==> src/sfs_pkg.sv <==
// Package of constants and types for the SENT frame scheduler
package sfs_pkg;

  // ---------------------------------------------------------------
  // Clock and time base
  // ---------------------------------------------------------------
  localparam int CLK_PERIOD_NS = 40;
  // Unit of the internal update period, scaled by two to the exponent
  localparam int UPD_UNIT_NS = 2000;
  // Longest figure, so it rounds down
  localparam int UPD_UNIT_CYC = UPD_UNIT_NS / CLK_PERIOD_NS;
  // Least trigger low time and trigger response time (plain defaults)
  localparam int TRIG_MIN_NS = 10000;
  localparam int TRIG_MIN_CYC = (TRIG_MIN_NS + CLK_PERIOD_NS - 1) / CLK_PERIOD_NS;
  localparam int RESP_NS = 4000;
  localparam int RESP_CYC = RESP_NS / CLK_PERIOD_NS;

  // ---------------------------------------------------------------
  // Frame layout in ticks
  // ---------------------------------------------------------------
  localparam logic [9:0] SYNC_TICKS = 10'h038;
  localparam logic [9:0] NIB_BASE_TICKS = 10'h00C;
  localparam logic [9:0] LOW_TICKS = 10'h004;
  localparam logic [9:0] PAUSE_MIN_TICKS = 10'h00C;
  localparam logic [9:0] PAUSE_RESTART_TICKS = 10'h300;
  localparam logic [2:0] DATA_NIBS = 3'h6;
  localparam logic [3:0] CRC_SEED = 4'h5;
  localparam logic [3:0] CRC_POLY = 4'hD;
  localparam logic [3:0] EXP_MAX = 4'h7;

  // ---------------------------------------------------------------
  // Frame schedule select codes
  // ---------------------------------------------------------------
  localparam logic [2:0] MODE_STREAM = 3'h1;
  localparam logic [2:0] MODE_SYNCED = 3'h2;
  localparam logic [2:0] MODE_TRIG_SCN = 3'h3;
  localparam logic [2:0] MODE_TRIG_EDGE = 3'h4;

  // Scheduler states, Gray along idle-sync-scn-data-pause-wait
  typedef enum logic [2:0] {
    ST_IDLE = 3'h0,
    ST_SYNC = 3'h1,
    ST_SCN = 3'h3,
    ST_DATA = 3'h2,
    ST_PAUSE = 3'h6,
    ST_WAIT = 3'h7
  } sfs_state_t;

  // One queued nibble; last marks the checksum nibble
  typedef struct packed {
    logic [3:0] nib;
    logic last;
  } sfs_nib_t;

  // Static configuration held by the device
  typedef struct packed {
    logic [2:0] frame_schedule_select;
    logic [3:0] update_rate_exponent;
    logic [7:0] tick_period;
    logic [3:0] status_nibble;
  } sfs_cfg_t;

endpackage : sfs_pkg

==> src/sfs_fifo.sv <==
// Flip-flop FIFO with valid and ready on both sides
`timescale 1ns/10ps
`default_nettype none
module sfs_fifo #(
  parameter int WIDTH = 5,
  parameter int DEPTH = 8
) (
  // Clock and reset
  input wire logic clk_sys_in,
  input wire logic reset_in,
  // Fill side
  input wire logic wr_valid_in,
  input wire logic [WIDTH-1:0] wr_data_in,
  output logic wr_ready_out,
  // Drain side
  output logic rd_valid_out,
  output logic [WIDTH-1:0] rd_data_out,
  input wire logic rd_ready_in
);
  localparam int AW = $clog2(DEPTH);

  // Pointer arithmetic wraps by power of two only
  if (DEPTH < 2 || (1 << AW) != DEPTH) begin : g_bad_depth
    $error("sfs_fifo depth must be a power of two of at least 2");
  end

  logic [WIDTH-1:0] mem_q [DEPTH];
  logic [AW:0] wp_q, wp_d, rp_q, rp_d;
  logic do_wr, do_rd;

  // Full when pointers differ only in the wrap bit
  always_comb begin
    wr_ready_out = (wp_q ^ rp_q) != {1'b1, {AW{1'b0}}};
    rd_valid_out = wp_q != rp_q;
    rd_data_out = mem_q[rp_q[AW-1:0]];
    do_wr = wr_valid_in && wr_ready_out;
    do_rd = rd_ready_in && rd_valid_out;
    wp_d = do_wr ? wp_q + 1'b1 : wp_q;
    rp_d = do_rd ? rp_q + 1'b1 : rp_q;
  end

  // Pointers and storage
  always_ff @(posedge clk_sys_in) begin
    if (reset_in) begin
      wp_q <= '0;
      rp_q <= '0;
    end else begin
      wp_q <= wp_d;
      rp_q <= rp_d;
    end
    if (do_wr) begin
      mem_q[wp_q[AW-1:0]] <= wr_data_in;
    end
  end
endmodule : sfs_fifo
`default_nettype wire

==> src/sfs_tick_gen.sv <==
// Tick strobe generator with restart for frame alignment
`timescale 1ns/10ps
`default_nettype none
module sfs_tick_gen (
  // Clock and reset
  input wire logic clk_sys_in,
  input wire logic reset_in,
  // Control
  input wire logic restart_in,
  input wire logic [7:0] period_in,
  // Strobe
  output logic tick_out
);
  logic [7:0] cnt_q, cnt_d;
  logic tick_q, tick_d;

  // Period of zero behaves as one clock per tick
  always_comb begin
    cnt_d = cnt_q + 8'h01;
    tick_d = 1'b0;
    if (restart_in) begin
      cnt_d = 8'h00;
    end else if (cnt_q + 8'h01 >= period_in) begin
      cnt_d = 8'h00;
      tick_d = 1'b1;
    end
  end

  // Counter registers
  always_ff @(posedge clk_sys_in) begin
    if (reset_in) begin
      cnt_q <= 8'h00;
      tick_q <= 1'b0;
    end else begin
      cnt_q <= cnt_d;
      tick_q <= tick_d;
    end
  end

  assign tick_out = tick_q;
endmodule : sfs_tick_gen
`default_nettype wire

==> src/sfs_scheduler.sv <==
// SENT frame scheduler: streaming, synchronized and host-triggered modes
//
// Summary of operation
// Mode 001: back-to-back frames, no pause
// Streaming: capture angle at end of status nibble
// Streaming: capture age within update period bound
// Streaming: same angle may repeat across frames
// Mode 010: pause until fresh angle available
// Synchronized: sample one tick into sync
// Pause at least 12 ticks, restarts at 768
// Host pulls line low during pause
// Host releases after hold delay; frame starts
// Mode 011: latch at end of status nibble
// Mode 011: age within bound plus response
// Mode 100: latch on detected falling edge
// Host triggers all, releases each individually
// Mode 100: age variation within same bound
// Host holds low at least minimum time
// Triggered idle: release line, watch for low
`timescale 1ns/10ps
`default_nettype none
module sfs_scheduler #(
  parameter int TRIG_MIN_CYC = sfs_pkg::TRIG_MIN_CYC,
  parameter int FIFO_DEPTH = 8
) (
  // Clock and reset
  input wire logic clk_sys_in,
  input wire logic reset_in,
  // Configuration
  input wire sfs_pkg::sfs_cfg_t cfg_in,
  // Angle updates from the signal path
  input wire logic angle_valid_in,
  input wire logic [11:0] angle_in,
  // Open-drain output line
  input wire logic line_in,
  output logic line_out,
  output logic line_oe_out,
  // Status
  output logic frame_active_out,
  output logic sample_taken_out,
  output logic [11:0] sample_angle_out
);
  // Fewer than seven entries could not hold one frame's nibbles
  if (FIFO_DEPTH < 8 || TRIG_MIN_CYC < 1 || TRIG_MIN_CYC > 65535) begin : g_bad_param
    $error("sfs_scheduler parameter out of range");
  end

  // ---------------------------------------------------------------
  // Declarations
  // ---------------------------------------------------------------
  sfs_pkg::sfs_state_t state_q, state_d;
  logic [9:0] tcnt_q, tcnt_d;
  logic tick, restart, cap, nib_end, pop;
  logic [9:0] nib_len;
  logic [2:0] mode;
  logic trig_mode;
  logic line_s1_q, line_s2_q, line_s3_q;
  logic low_edge, release_edge;
  logic [15:0] low_cnt_q, low_cnt_d;
  logic [15:0] age_q, age_d;
  logic fresh_q, fresh_d;
  logic [11:0] live_q, live_d;
  logic [7:0] fcnt_q, fcnt_d;
  logic [2:0] bcnt_q, bcnt_d;
  logic [23:0] bsh_q, bsh_d;
  logic [3:0] crc_q, crc_d;
  sfs_pkg::sfs_nib_t push_nib, head_nib;
  logic push_valid, push_ready, head_valid;
  logic oe_q, oe_d;
  logic act_q, act_d;
  logic st_q, st_d;
  logic [11:0] sa_q, sa_d;

  assign mode = cfg_in.frame_schedule_select;
  assign trig_mode = (mode == sfs_pkg::MODE_TRIG_SCN) || (mode == sfs_pkg::MODE_TRIG_EDGE);

  // ---------------------------------------------------------------
  // Tick base and nibble queue
  // ---------------------------------------------------------------
  sfs_tick_gen u_tick (
    .clk_sys_in(clk_sys_in),
    .reset_in(reset_in),
    .restart_in(restart),
    .period_in(cfg_in.tick_period),
    .tick_out(tick)
  );

  sfs_fifo #(
    .WIDTH($bits(sfs_pkg::sfs_nib_t)),
    .DEPTH(FIFO_DEPTH)
  ) u_fifo (
    .clk_sys_in(clk_sys_in),
    .reset_in(reset_in),
    .wr_valid_in(push_valid),
    .wr_data_in(push_nib),
    .wr_ready_out(push_ready),
    .rd_valid_out(head_valid),
    .rd_data_out(head_nib),
    .rd_ready_in(pop)
  );

  // ---------------------------------------------------------------
  // Line input synchroniser
  // ---------------------------------------------------------------
  // Only the second and third stages feed edge logic
  always_ff @(posedge clk_sys_in) begin
    if (reset_in) begin
      line_s1_q <= 1'b1;
      line_s2_q <= 1'b1;
      line_s3_q <= 1'b1;
    end else begin
      line_s1_q <= line_in;
      line_s2_q <= line_s1_q;
      line_s3_q <= line_s2_q;
    end
  end

  // Edges of the host low pulse, and its duration in clocks
  always_comb begin
    low_edge = line_s3_q && !line_s2_q;
    release_edge = !line_s3_q && line_s2_q;
    low_cnt_d = low_cnt_q;
    if (line_s2_q) begin
      low_cnt_d = 16'h0000;
    end else if (low_cnt_q != 16'hFFFF) begin
      low_cnt_d = low_cnt_q + 16'h0001;
    end
  end

  always_ff @(posedge clk_sys_in) begin
    if (reset_in) begin
      low_cnt_q <= 16'h0000;
    end else begin
      low_cnt_q <= low_cnt_d;
    end
  end

  // ---------------------------------------------------------------
  // Live angle, freshness and age
  // ---------------------------------------------------------------
  // A new update in the capture cycle keeps the fresh flag set
  always_comb begin
    live_d = angle_valid_in ? angle_in : live_q;
    fresh_d = angle_valid_in || (fresh_q && !cap);
    age_d = angle_valid_in ? 16'h0000 : (age_q == 16'hFFFF ? age_q : age_q + 16'h0001);
  end

  always_ff @(posedge clk_sys_in) begin
    if (reset_in) begin
      live_q <= 12'h000;
      fresh_q <= 1'b0;
      age_q <= 16'h0000;
    end else begin
      live_q <= live_d;
      fresh_q <= fresh_d;
      age_q <= age_d;
    end
  end

  // ---------------------------------------------------------------
  // Frame sequencer
  // ---------------------------------------------------------------
  // Length in ticks of the pulse now being sent
  always_comb begin
    unique case (state_q)
      sfs_pkg::ST_SYNC: nib_len = sfs_pkg::SYNC_TICKS;
      sfs_pkg::ST_SCN: nib_len = sfs_pkg::NIB_BASE_TICKS + {6'h00, cfg_in.status_nibble};
      sfs_pkg::ST_DATA: nib_len = sfs_pkg::NIB_BASE_TICKS + {6'h00, head_nib.nib};
      default: nib_len = sfs_pkg::PAUSE_RESTART_TICKS;
    endcase
    nib_end = tick && (tcnt_q == nib_len - 10'h001);
  end

  // Next state, tick position and capture strobe
  always_comb begin
    state_d = state_q;
    tcnt_d = tick ? tcnt_q + 10'h001 : tcnt_q;
    cap = 1'b0;
    restart = 1'b0;
    pop = 1'b0;
    unique case (state_q)
      sfs_pkg::ST_IDLE: begin
        tcnt_d = 10'h000;
        if (mode == sfs_pkg::MODE_STREAM || mode == sfs_pkg::MODE_SYNCED) begin
          state_d = sfs_pkg::ST_SYNC;
          restart = 1'b1;
        end else if (trig_mode) begin
          state_d = sfs_pkg::ST_PAUSE;
          restart = 1'b1;
        end
      end
      sfs_pkg::ST_SYNC: begin
        if (mode == sfs_pkg::MODE_SYNCED && tick && tcnt_q == 10'h000) begin
          cap = 1'b1;
        end
        if (nib_end) begin
          state_d = sfs_pkg::ST_SCN;
          tcnt_d = 10'h000;
        end
      end
      sfs_pkg::ST_SCN: begin
        if (nib_end) begin
          // Stream reuses the live value even if unchanged
          cap = (mode == sfs_pkg::MODE_STREAM) || (mode == sfs_pkg::MODE_TRIG_SCN);
          state_d = sfs_pkg::ST_DATA;
          tcnt_d = 10'h000;
        end
      end
      sfs_pkg::ST_DATA: begin
        if (nib_end) begin
          pop = 1'b1;
          tcnt_d = 10'h000;
          if (head_nib.last) begin
            if (mode == sfs_pkg::MODE_STREAM) begin
              state_d = sfs_pkg::ST_SYNC;
            end else if (mode == sfs_pkg::MODE_SYNCED || trig_mode) begin
              state_d = sfs_pkg::ST_PAUSE;
            end else begin
              state_d = sfs_pkg::ST_IDLE;
            end
          end
        end
      end
      sfs_pkg::ST_PAUSE: begin
        if (trig_mode) begin
          if (tick && tcnt_q == sfs_pkg::LOW_TICKS - 10'h001) begin
            state_d = sfs_pkg::ST_WAIT;
            tcnt_d = 10'h000;
          end
        end else if (mode == sfs_pkg::MODE_SYNCED) begin
          if (tick && tcnt_q + 10'h001 >= sfs_pkg::PAUSE_MIN_TICKS && fresh_q) begin
            state_d = sfs_pkg::ST_SYNC;
            tcnt_d = 10'h000;
          end else if (tick && tcnt_q == sfs_pkg::PAUSE_RESTART_TICKS - 10'h001) begin
            tcnt_d = 10'h000;
          end
        end else begin
          state_d = sfs_pkg::ST_IDLE;
        end
      end
      sfs_pkg::ST_WAIT: begin
        tcnt_d = 10'h000;
        if (mode == sfs_pkg::MODE_TRIG_EDGE && low_edge) begin
          cap = 1'b1;
        end
        if (!trig_mode) begin
          state_d = sfs_pkg::ST_IDLE;
        end else if (release_edge && low_cnt_q >= 16'(TRIG_MIN_CYC)) begin
          state_d = sfs_pkg::ST_SYNC;
          restart = 1'b1;
        end
      end
      default: begin
        state_d = sfs_pkg::ST_IDLE;
        tcnt_d = 10'h000;
      end
    endcase
  end

  // Line drive: each pulse starts with its low phase
  always_comb begin
    oe_d = (state_d != sfs_pkg::ST_IDLE) && (state_d != sfs_pkg::ST_WAIT)
      && (tcnt_d < sfs_pkg::LOW_TICKS);
    act_d = (state_d != sfs_pkg::ST_IDLE) && (state_d != sfs_pkg::ST_PAUSE)
      && (state_d != sfs_pkg::ST_WAIT);
    st_d = cap;
    sa_d = cap ? live_q : sa_q;
  end

  always_ff @(posedge clk_sys_in) begin
    if (reset_in) begin
      state_q <= sfs_pkg::ST_IDLE;
      tcnt_q <= 10'h000;
      oe_q <= 1'b0;
      act_q <= 1'b0;
      st_q <= 1'b0;
      sa_q <= 12'h000;
    end else begin
      state_q <= state_d;
      tcnt_q <= tcnt_d;
      oe_q <= oe_d;
      act_q <= act_d;
      st_q <= st_d;
      sa_q <= sa_d;
    end
  end

  // ---------------------------------------------------------------
  // Frame builder: six data nibbles then checksum into the queue
  // ---------------------------------------------------------------
  // Queue back-pressure stalls the builder, never drops nibbles
  always_comb begin
    bcnt_d = bcnt_q;
    bsh_d = bsh_q;
    crc_d = crc_q;
    fcnt_d = fcnt_q;
    push_valid = bcnt_q != 3'h0;
    push_nib.nib = (bcnt_q == 3'h1) ? crc_q : bsh_q[23:20];
    push_nib.last = bcnt_q == 3'h1;
    if (cap) begin
      bsh_d = {live_q, fcnt_q, ~live_q[11:8]};
      bcnt_d = sfs_pkg::DATA_NIBS + 3'h1;
      crc_d = sfs_pkg::CRC_SEED;
      fcnt_d = fcnt_q + 8'h01;
    end else if (push_valid && push_ready) begin
      bcnt_d = bcnt_q - 3'h1;
      if (bcnt_q != 3'h1) begin
        bsh_d = {bsh_q[19:0], 4'h0};
        crc_d = crc_step(crc_q, bsh_q[23:20]);
      end
    end
  end

  always_ff @(posedge clk_sys_in) begin
    if (reset_in) begin
      bcnt_q <= 3'h0;
      bsh_q <= 24'h000000;
      crc_q <= sfs_pkg::CRC_SEED;
      fcnt_q <= 8'h00;
    end else begin
      bcnt_q <= bcnt_d;
      bsh_q <= bsh_d;
      crc_q <= crc_d;
      fcnt_q <= fcnt_d;
    end
  end

  // Bit-serial 4-bit checksum over one nibble, MSB first
  function automatic logic [3:0] crc_step(input logic [3:0] c, input logic [3:0] n);
    logic [3:0] r;
    logic fb;
    r = c;
    for (int i = 3; i >= 0; i--) begin
      fb = r[3] ^ n[i];
      r = {r[2:0], 1'b0} ^ (fb ? sfs_pkg::CRC_POLY : 4'h0);
    end
    return r;
  endfunction : crc_step

  // ---------------------------------------------------------------
  // Outputs
  // ---------------------------------------------------------------
  // Open drain: the driven level is always low
  always_ff @(posedge clk_sys_in) begin
    if (reset_in) begin
      line_out <= 1'b0;
    end else begin
      line_out <= 1'b0;
    end
  end
  assign line_oe_out = oe_q;
  assign frame_active_out = act_q;
  assign sample_taken_out = st_q;
  assign sample_angle_out = sa_q;

  // ---------------------------------------------------------------
  // Assertions
  // ---------------------------------------------------------------
  property p_stream_no_pause;
    @(posedge clk_sys_in) disable iff (reset_in)
    (state_q == sfs_pkg::ST_DATA && nib_end && head_nib.last && mode == sfs_pkg::MODE_STREAM)
      |=> (state_q == sfs_pkg::ST_SYNC) && oe_q;
  endproperty
  a_stream_no_pause: assert property (p_stream_no_pause) else $error("stream paused");

  property p_scn_capture;
    @(posedge clk_sys_in) disable iff (reset_in)
    (cap && (mode == sfs_pkg::MODE_STREAM || mode == sfs_pkg::MODE_TRIG_SCN))
      |-> state_q == sfs_pkg::ST_SCN && nib_end ##1 st_q && sa_q == $past(live_q);
  endproperty
  a_scn_capture: assert property (p_scn_capture) else $error("capture off SCN end");

  property p_stream_age;
    @(posedge clk_sys_in) disable iff (reset_in)
    (cap && mode == sfs_pkg::MODE_STREAM && cfg_in.update_rate_exponent <= sfs_pkg::EXP_MAX)
      |-> 32'(age_q) <= (32'(sfs_pkg::UPD_UNIT_CYC) << cfg_in.update_rate_exponent);
  endproperty
  a_stream_age: assert property (p_stream_age) else $error("stream sample too old");

  property p_sync_waits_fresh;
    @(posedge clk_sys_in) disable iff (reset_in)
    (state_q == sfs_pkg::ST_PAUSE && mode == sfs_pkg::MODE_SYNCED && !fresh_q)
      |=> state_q != sfs_pkg::ST_SYNC;
  endproperty
  a_sync_waits_fresh: assert property (p_sync_waits_fresh) else $error("stale sync");

  property p_sync_sample;
    @(posedge clk_sys_in) disable iff (reset_in)
    (cap && mode == sfs_pkg::MODE_SYNCED)
      |-> state_q == sfs_pkg::ST_SYNC && tick && tcnt_q == 10'h000;
  endproperty
  a_sync_sample: assert property (p_sync_sample) else $error("sync sample point");

  property p_pause_restart;
    @(posedge clk_sys_in) disable iff (reset_in)
    (state_q == sfs_pkg::ST_PAUSE && mode == sfs_pkg::MODE_SYNCED && tick
      && tcnt_q == sfs_pkg::PAUSE_RESTART_TICKS - 10'h001 && !fresh_q)
      |=> tcnt_q == 10'h000 && oe_q;
  endproperty
  a_pause_restart: assert property (p_pause_restart) else $error("pause not restarted");

  property p_pause_min;
    @(posedge clk_sys_in) disable iff (reset_in)
    (state_q == sfs_pkg::ST_PAUSE && state_d == sfs_pkg::ST_SYNC)
      |-> tcnt_q + 10'h001 >= sfs_pkg::PAUSE_MIN_TICKS;
  endproperty
  a_pause_min: assert property (p_pause_min) else $error("pause too short");

  property p_trigger_release;
    @(posedge clk_sys_in) disable iff (reset_in)
    (state_q == sfs_pkg::ST_WAIT && trig_mode && release_edge
      && low_cnt_q >= 16'(TRIG_MIN_CYC))
      |=> state_q == sfs_pkg::ST_SYNC ##1 oe_q;
  endproperty
  a_trigger_release: assert property (p_trigger_release) else $error("no frame after release");

  property p_edge_latch;
    @(posedge clk_sys_in) disable iff (reset_in)
    (state_q == sfs_pkg::ST_WAIT && mode == sfs_pkg::MODE_TRIG_EDGE && low_edge)
      |=> st_q && sa_q == $past(live_q);
  endproperty
  a_edge_latch: assert property (p_edge_latch) else $error("no latch on low edge");

  property p_trig_age;
    @(posedge clk_sys_in) disable iff (reset_in)
    (cap && trig_mode && cfg_in.update_rate_exponent <= sfs_pkg::EXP_MAX)
      |-> 32'(age_q) <= (32'(sfs_pkg::UPD_UNIT_CYC) << cfg_in.update_rate_exponent)
        + 32'(sfs_pkg::UPD_UNIT_CYC) + 32'(sfs_pkg::RESP_CYC);
  endproperty
  a_trig_age: assert property (p_trig_age) else $error("triggered sample too old");

  property p_wait_released;
    @(posedge clk_sys_in) disable iff (reset_in)
    (state_q == sfs_pkg::ST_WAIT) |-> !oe_q && !act_q;
  endproperty
  a_wait_released: assert property (p_wait_released) else $error("line driven in wait");

endmodule : sfs_scheduler
`default_nettype wire

==> config.mk <==
export PLATFORM = sky130hd
export DESIGN_NAME = sfs_scheduler
export DESIGN_NICKNAME = d
export VERILOG_FILES = /design/src/sfs_pkg.sv /design/src/sfs_fifo.sv /design/src/sfs_tick_gen.sv /design/src/sfs_scheduler.sv
export SDC_FILE = /design/constraint.sdc
export NUM_CORES = 1
export LEC_CHECK = 0
export CORE_MARGIN = 10
export CORE_UTILIZATION = 25
export CTS_BUF_LIST = sky130_fd_sc_hd__clkbuf_8 sky130_fd_sc_hd__clkbuf_16
export DETAILED_ROUTE_END_ITERATION = 12
export DONT_BUFFER_PORTS = 1
export MAX_ROUTING_LAYER = met4
export SLEW_MARGIN = 30
export SYNTH_ARGS = -nofsm -noshare
export SYNTH_HDL_FRONTEND = slang
export SYNTH_SLANG_ARGS = --single-unit
==> constraint.sdc <==
create_clock -name clk_sys_in -period 5.2 [get_ports clk_sys_in]
set_input_delay 1.04 -clock clk_sys_in [delete_from_list [all_inputs] [get_ports clk_sys_in]]
set_output_delay 1.04 -clock clk_sys_in [all_outputs]
set_load 0.03 [all_outputs]
==> flow_summary.json <==
{
  "fin_crit_sh_pct": 88.05,
  "num_antenna_cells": 0,
  "fill_cells": 3230,
  "totalPowerFinal_mw": 3.353,
  "peakVddDrop_v": 0.0002053,
  "synth_ff_type": "dfxtp_1",
  "cts_hold_buffers": 0,
  "die_y_um": 196.3,
  "setup_viol": 0,
  "critPathMaxFanout": 21,
  "ant_nets": 0,
  "syn-num-nets": 843,
  "ff2ff_setup_slack_ps": 620,
  "cts_tree": "built",
  "synth.distinct_cells": 74,
  "relSlewSlack_pct": 37.34,
  "p_leak_nw": 3.326,
  "drv_slew": 0,
  "cts_resized": 0,
  "yosysWarnings": 0,
  "hold_viol_final": 0,
  "worstSetupStartpointType": "flip-flop",
  "finalClockSkew_ps": 10.65,
  "drive_gt1_share_pct": 9.897,
  "antenna_found_initial": 2,
  "netlist_instances": 787,
  "rsz0062_at_grt": "false",
  "grt_use_total_pct": 8.579,
  "clk_latency_ps": 430,
  "area_delta_synth_final_pct": 12.60,
  "hold_path.class": "flip-flop to flip-flop",
  "drtPass1Iterations": 4,
  "drt_iter0_drc": 341,
  "vias": 5410,
  "fin_tns_setup_ps": 0,
  "multi_input_area_mm2": 0.003880,
  "synth_edf_count": 40,
  "post_drt_wl_per_cell_um": 13.59,
  "viasPerCell": 4.608,
  "seq_area_frac_synth_pct": 46.14,
  "hpwlAfterDp_um": 11230,
  "htreeDepth": 4,
  "drt_wl_total_um": 15950,
  "cts.reportedPaths.clkPinSlew_ps": 70,
  "cp.arrival_ps": 4940,
  "cts_sinks": 159,
  "crit_required_ps": 5570,
  "async_reset_ff_share_pct": 0,
  "fmax_mhz": 218.4,
  "ios": 51,
  "ys_ff_latch": 159,
  "worst_pin_slew_ps": 939.9,
  "initial_core_util_pct": 25.39,
  "r2r-end": "fcnt_q[7]$_SDFFE_PP0N_",
  "first_global_vias": 5169,
  "cts_setup_buffers": 0,
  "power_per_cell_area_mw_per_mm2": 383.4,
  "synthesis.area_mm2": 0.007766,
  "reg2regPathDepth": 13,
  "dieArea_mm2": 0.03851,
  "gp_congestion": 0.8283,
  "grt_max_degree": 83,
  "fin_crit_ps": 4578,
  "grt_overflow": 0,
  "end_kind": "flip-flop",
  "fp.dieW_um": 196.3,
  "drcViolationCount": 0,
  "num_rows": 64,
  "numCtsBuffers": 17,
  "cts-root-buf": "clkbuf_16",
  "regArea_mm2": 0.003583,
  "clockBufferDepth": 2,
  "syn_avg_cell_area_um2": 9.868,
  "run_status": "complete, no violations",
  "grt_pass1_wl_um": 26530,
  "setup.worst_path.class": "flip-flop to flip-flop",
  "critPathCapture": "fcnt_q[7]$_SDFFE_PP0N_",
  "max_cap_violations": 0,
  "core_mm2": 0.03059,
  "port_buffers": 0,
  "nets": 821
}
## metrics by stage
step           area (µm²)  hold WS (ps)  utilization [%]  setup slack (ps)  std cells
6_report             8745         410.0            28.59             621.6       1174
5_1_grt              8745         432.6            28.59             265.8       1174
4_1_cts              8742         411.1            28.58             574.3       1174
3_5_place_dp         8118         393.6            26.54             597.1       1142
3_3_place_gp         8118         395.0            26.54             650.5       1142
2_1_floorplan        7766         389.5                -              1200        787
## layout by cell type (no fill, tap or decap), types with 11 or more instances in the layout
cell type / Yosys / layout
a211oi_1: 19 / 19
a21oi_1: 39 / 39
buf_4: 5 / 12
clkbuf_16: 0 / 17
dfxtp_1: 119 / 119
edfxtp_1: 40 / 40
ha_1: 21 / 21
inv_1: 19 / 19
mux2i_1: 56 / 56
nand2_1: 39 / 39
nand3_1: 24 / 24
nand4_1: 11 / 11
nor2_1: 107 / 107
nor2b_1: 17 / 16
nor3_1: 20 / 20
o21ai_0: 16 / 16
or2_2: 13 / 13
xnor2_1: 24 / 24
xor2_1: 29 / 29
## critical path, cell delays in order (launching register included)
cell,delay (ps)
dfxtp_1,460
mux4_1,580
or2_2,290
a41oi_1,390
ha_1,340
o221ai_1,150
a21oi_1,360
mux2i_1,240
o31ai_1,90
buf_4,150
nor4_4,390
a21oi_4,260
or4b_2,650
a21oi_1,150
## registers in the layout, indices dropped and copies added, names as in the netlist, 3 cells and up, named ones only
name and cells:
u_fifo.mem_q 40, bsh_q 24, low_cnt_q 16, live_q 12, sample_angle_out 12, tcnt_q 10
fcnt_q 8, u_tick.cnt_q 8, crc_q 4, u_fifo.rp_q 4, u_fifo.wp_q 4, bcnt_q 3
state_q 3
## synth_stat cells, types with 4 or more instances
cell type	n	area [µm²]
and2_1	9	56.30
and4_1	6	52.55
edfxtp_1	40	1201
nand3b_1	5	37.54
clkbuf_1	35	131.4
buf_2	7	35.03
nand2_1	39	146.4
nor2_1	107	401.6
o31ai_1	6	45.04
o21ai_0	16	80.08
buf_1	4	15.01
or2_2	13	81.33
mux2_2	6	67.56
mux4_1	7	183.9
inv_1	19	71.32
a211oi_1	19	142.6
nand3_1	24	120.1
buf_4	5	37.54
a21oi_1	39	195.2
and3_1	5	31.28
nand2b_1	10	62.56
xnor2_1	24	210.2
nor3_1	20	100.1
xor2_1	29	254.0
or3_1	7	43.79
mux2i_1	56	560.5
dfxtp_1	119	2382
a21o_1	7	52.55
nand4_1	11	68.82
ha_1	21	262.8
nor2b_1	17	106.4
## layout make-up
class / instances / area share (%)
inverters: 19 / 0.8156
clock inverters: 15 / 2.275
repair buffers: 12 / 1.030
flip-flops and latches: 159 / 40.98
multi-input cells: 556 / 44.37
clock buffers: 17 / 4.865
well taps: 396 / 5.666
## power breakdown
group | switching (mW) | total, mW | internal, mW
logic | 0.328 | 0.592 | 0.263
registers | 0.0615 | 1.45 | 1.39
clock network | 0.575 | 1.31 | 0.733
## worst min path at each step
stage	start	endpoint	slack (ps)	cells past startpoint
floorplan	line_s1_q$_SDFF_PP1_	line_s2_q$_SDFF_PP1_	390	1
global placement	line_s1_q$_SDFF_PP1_	line_s2_q$_SDFF_PP1_	390	1
detailed placement	line_s1_q$_SDFF_PP1_	line_s2_q$_SDFF_PP1_	390	1
CTS	line_s1_q$_SDFF_PP1_	line_s2_q$_SDFF_PP1_	410	1
global route	line_s1_q$_SDFF_PP1_	line_s2_q$_SDFF_PP1_	430	1
finish	line_s1_q$_SDFF_PP1_	line_s2_q$_SDFF_PP1_	410	1
## logic make-up (layout without fill, tap and decap cells)
logic type,after synthesis,after routing,synth area share [%]
buffers and inverters,72,63,4.028
adder cells (fa/ha/maj),21,21,3.383
multiplexers,72,72,11.23
other,1,1,0.04829
XOR/XNOR,53,53,5.977
AND/OR/NAND/NOR,289,289,18.79
flip-flops,159,159,46.14
AO/OA/AOI/OAI,120,120,10.41
## routing by layer
layer,vias up,GRT usage [%],part of all wire (%)
met5,-,-,0
li1,2747,-,-
met3,16,2.506,4.2
met1,2573,10.62,48
met4,0,2.913,1.3
met2,74,13.09,47
(Power assumes the default switching activity.)
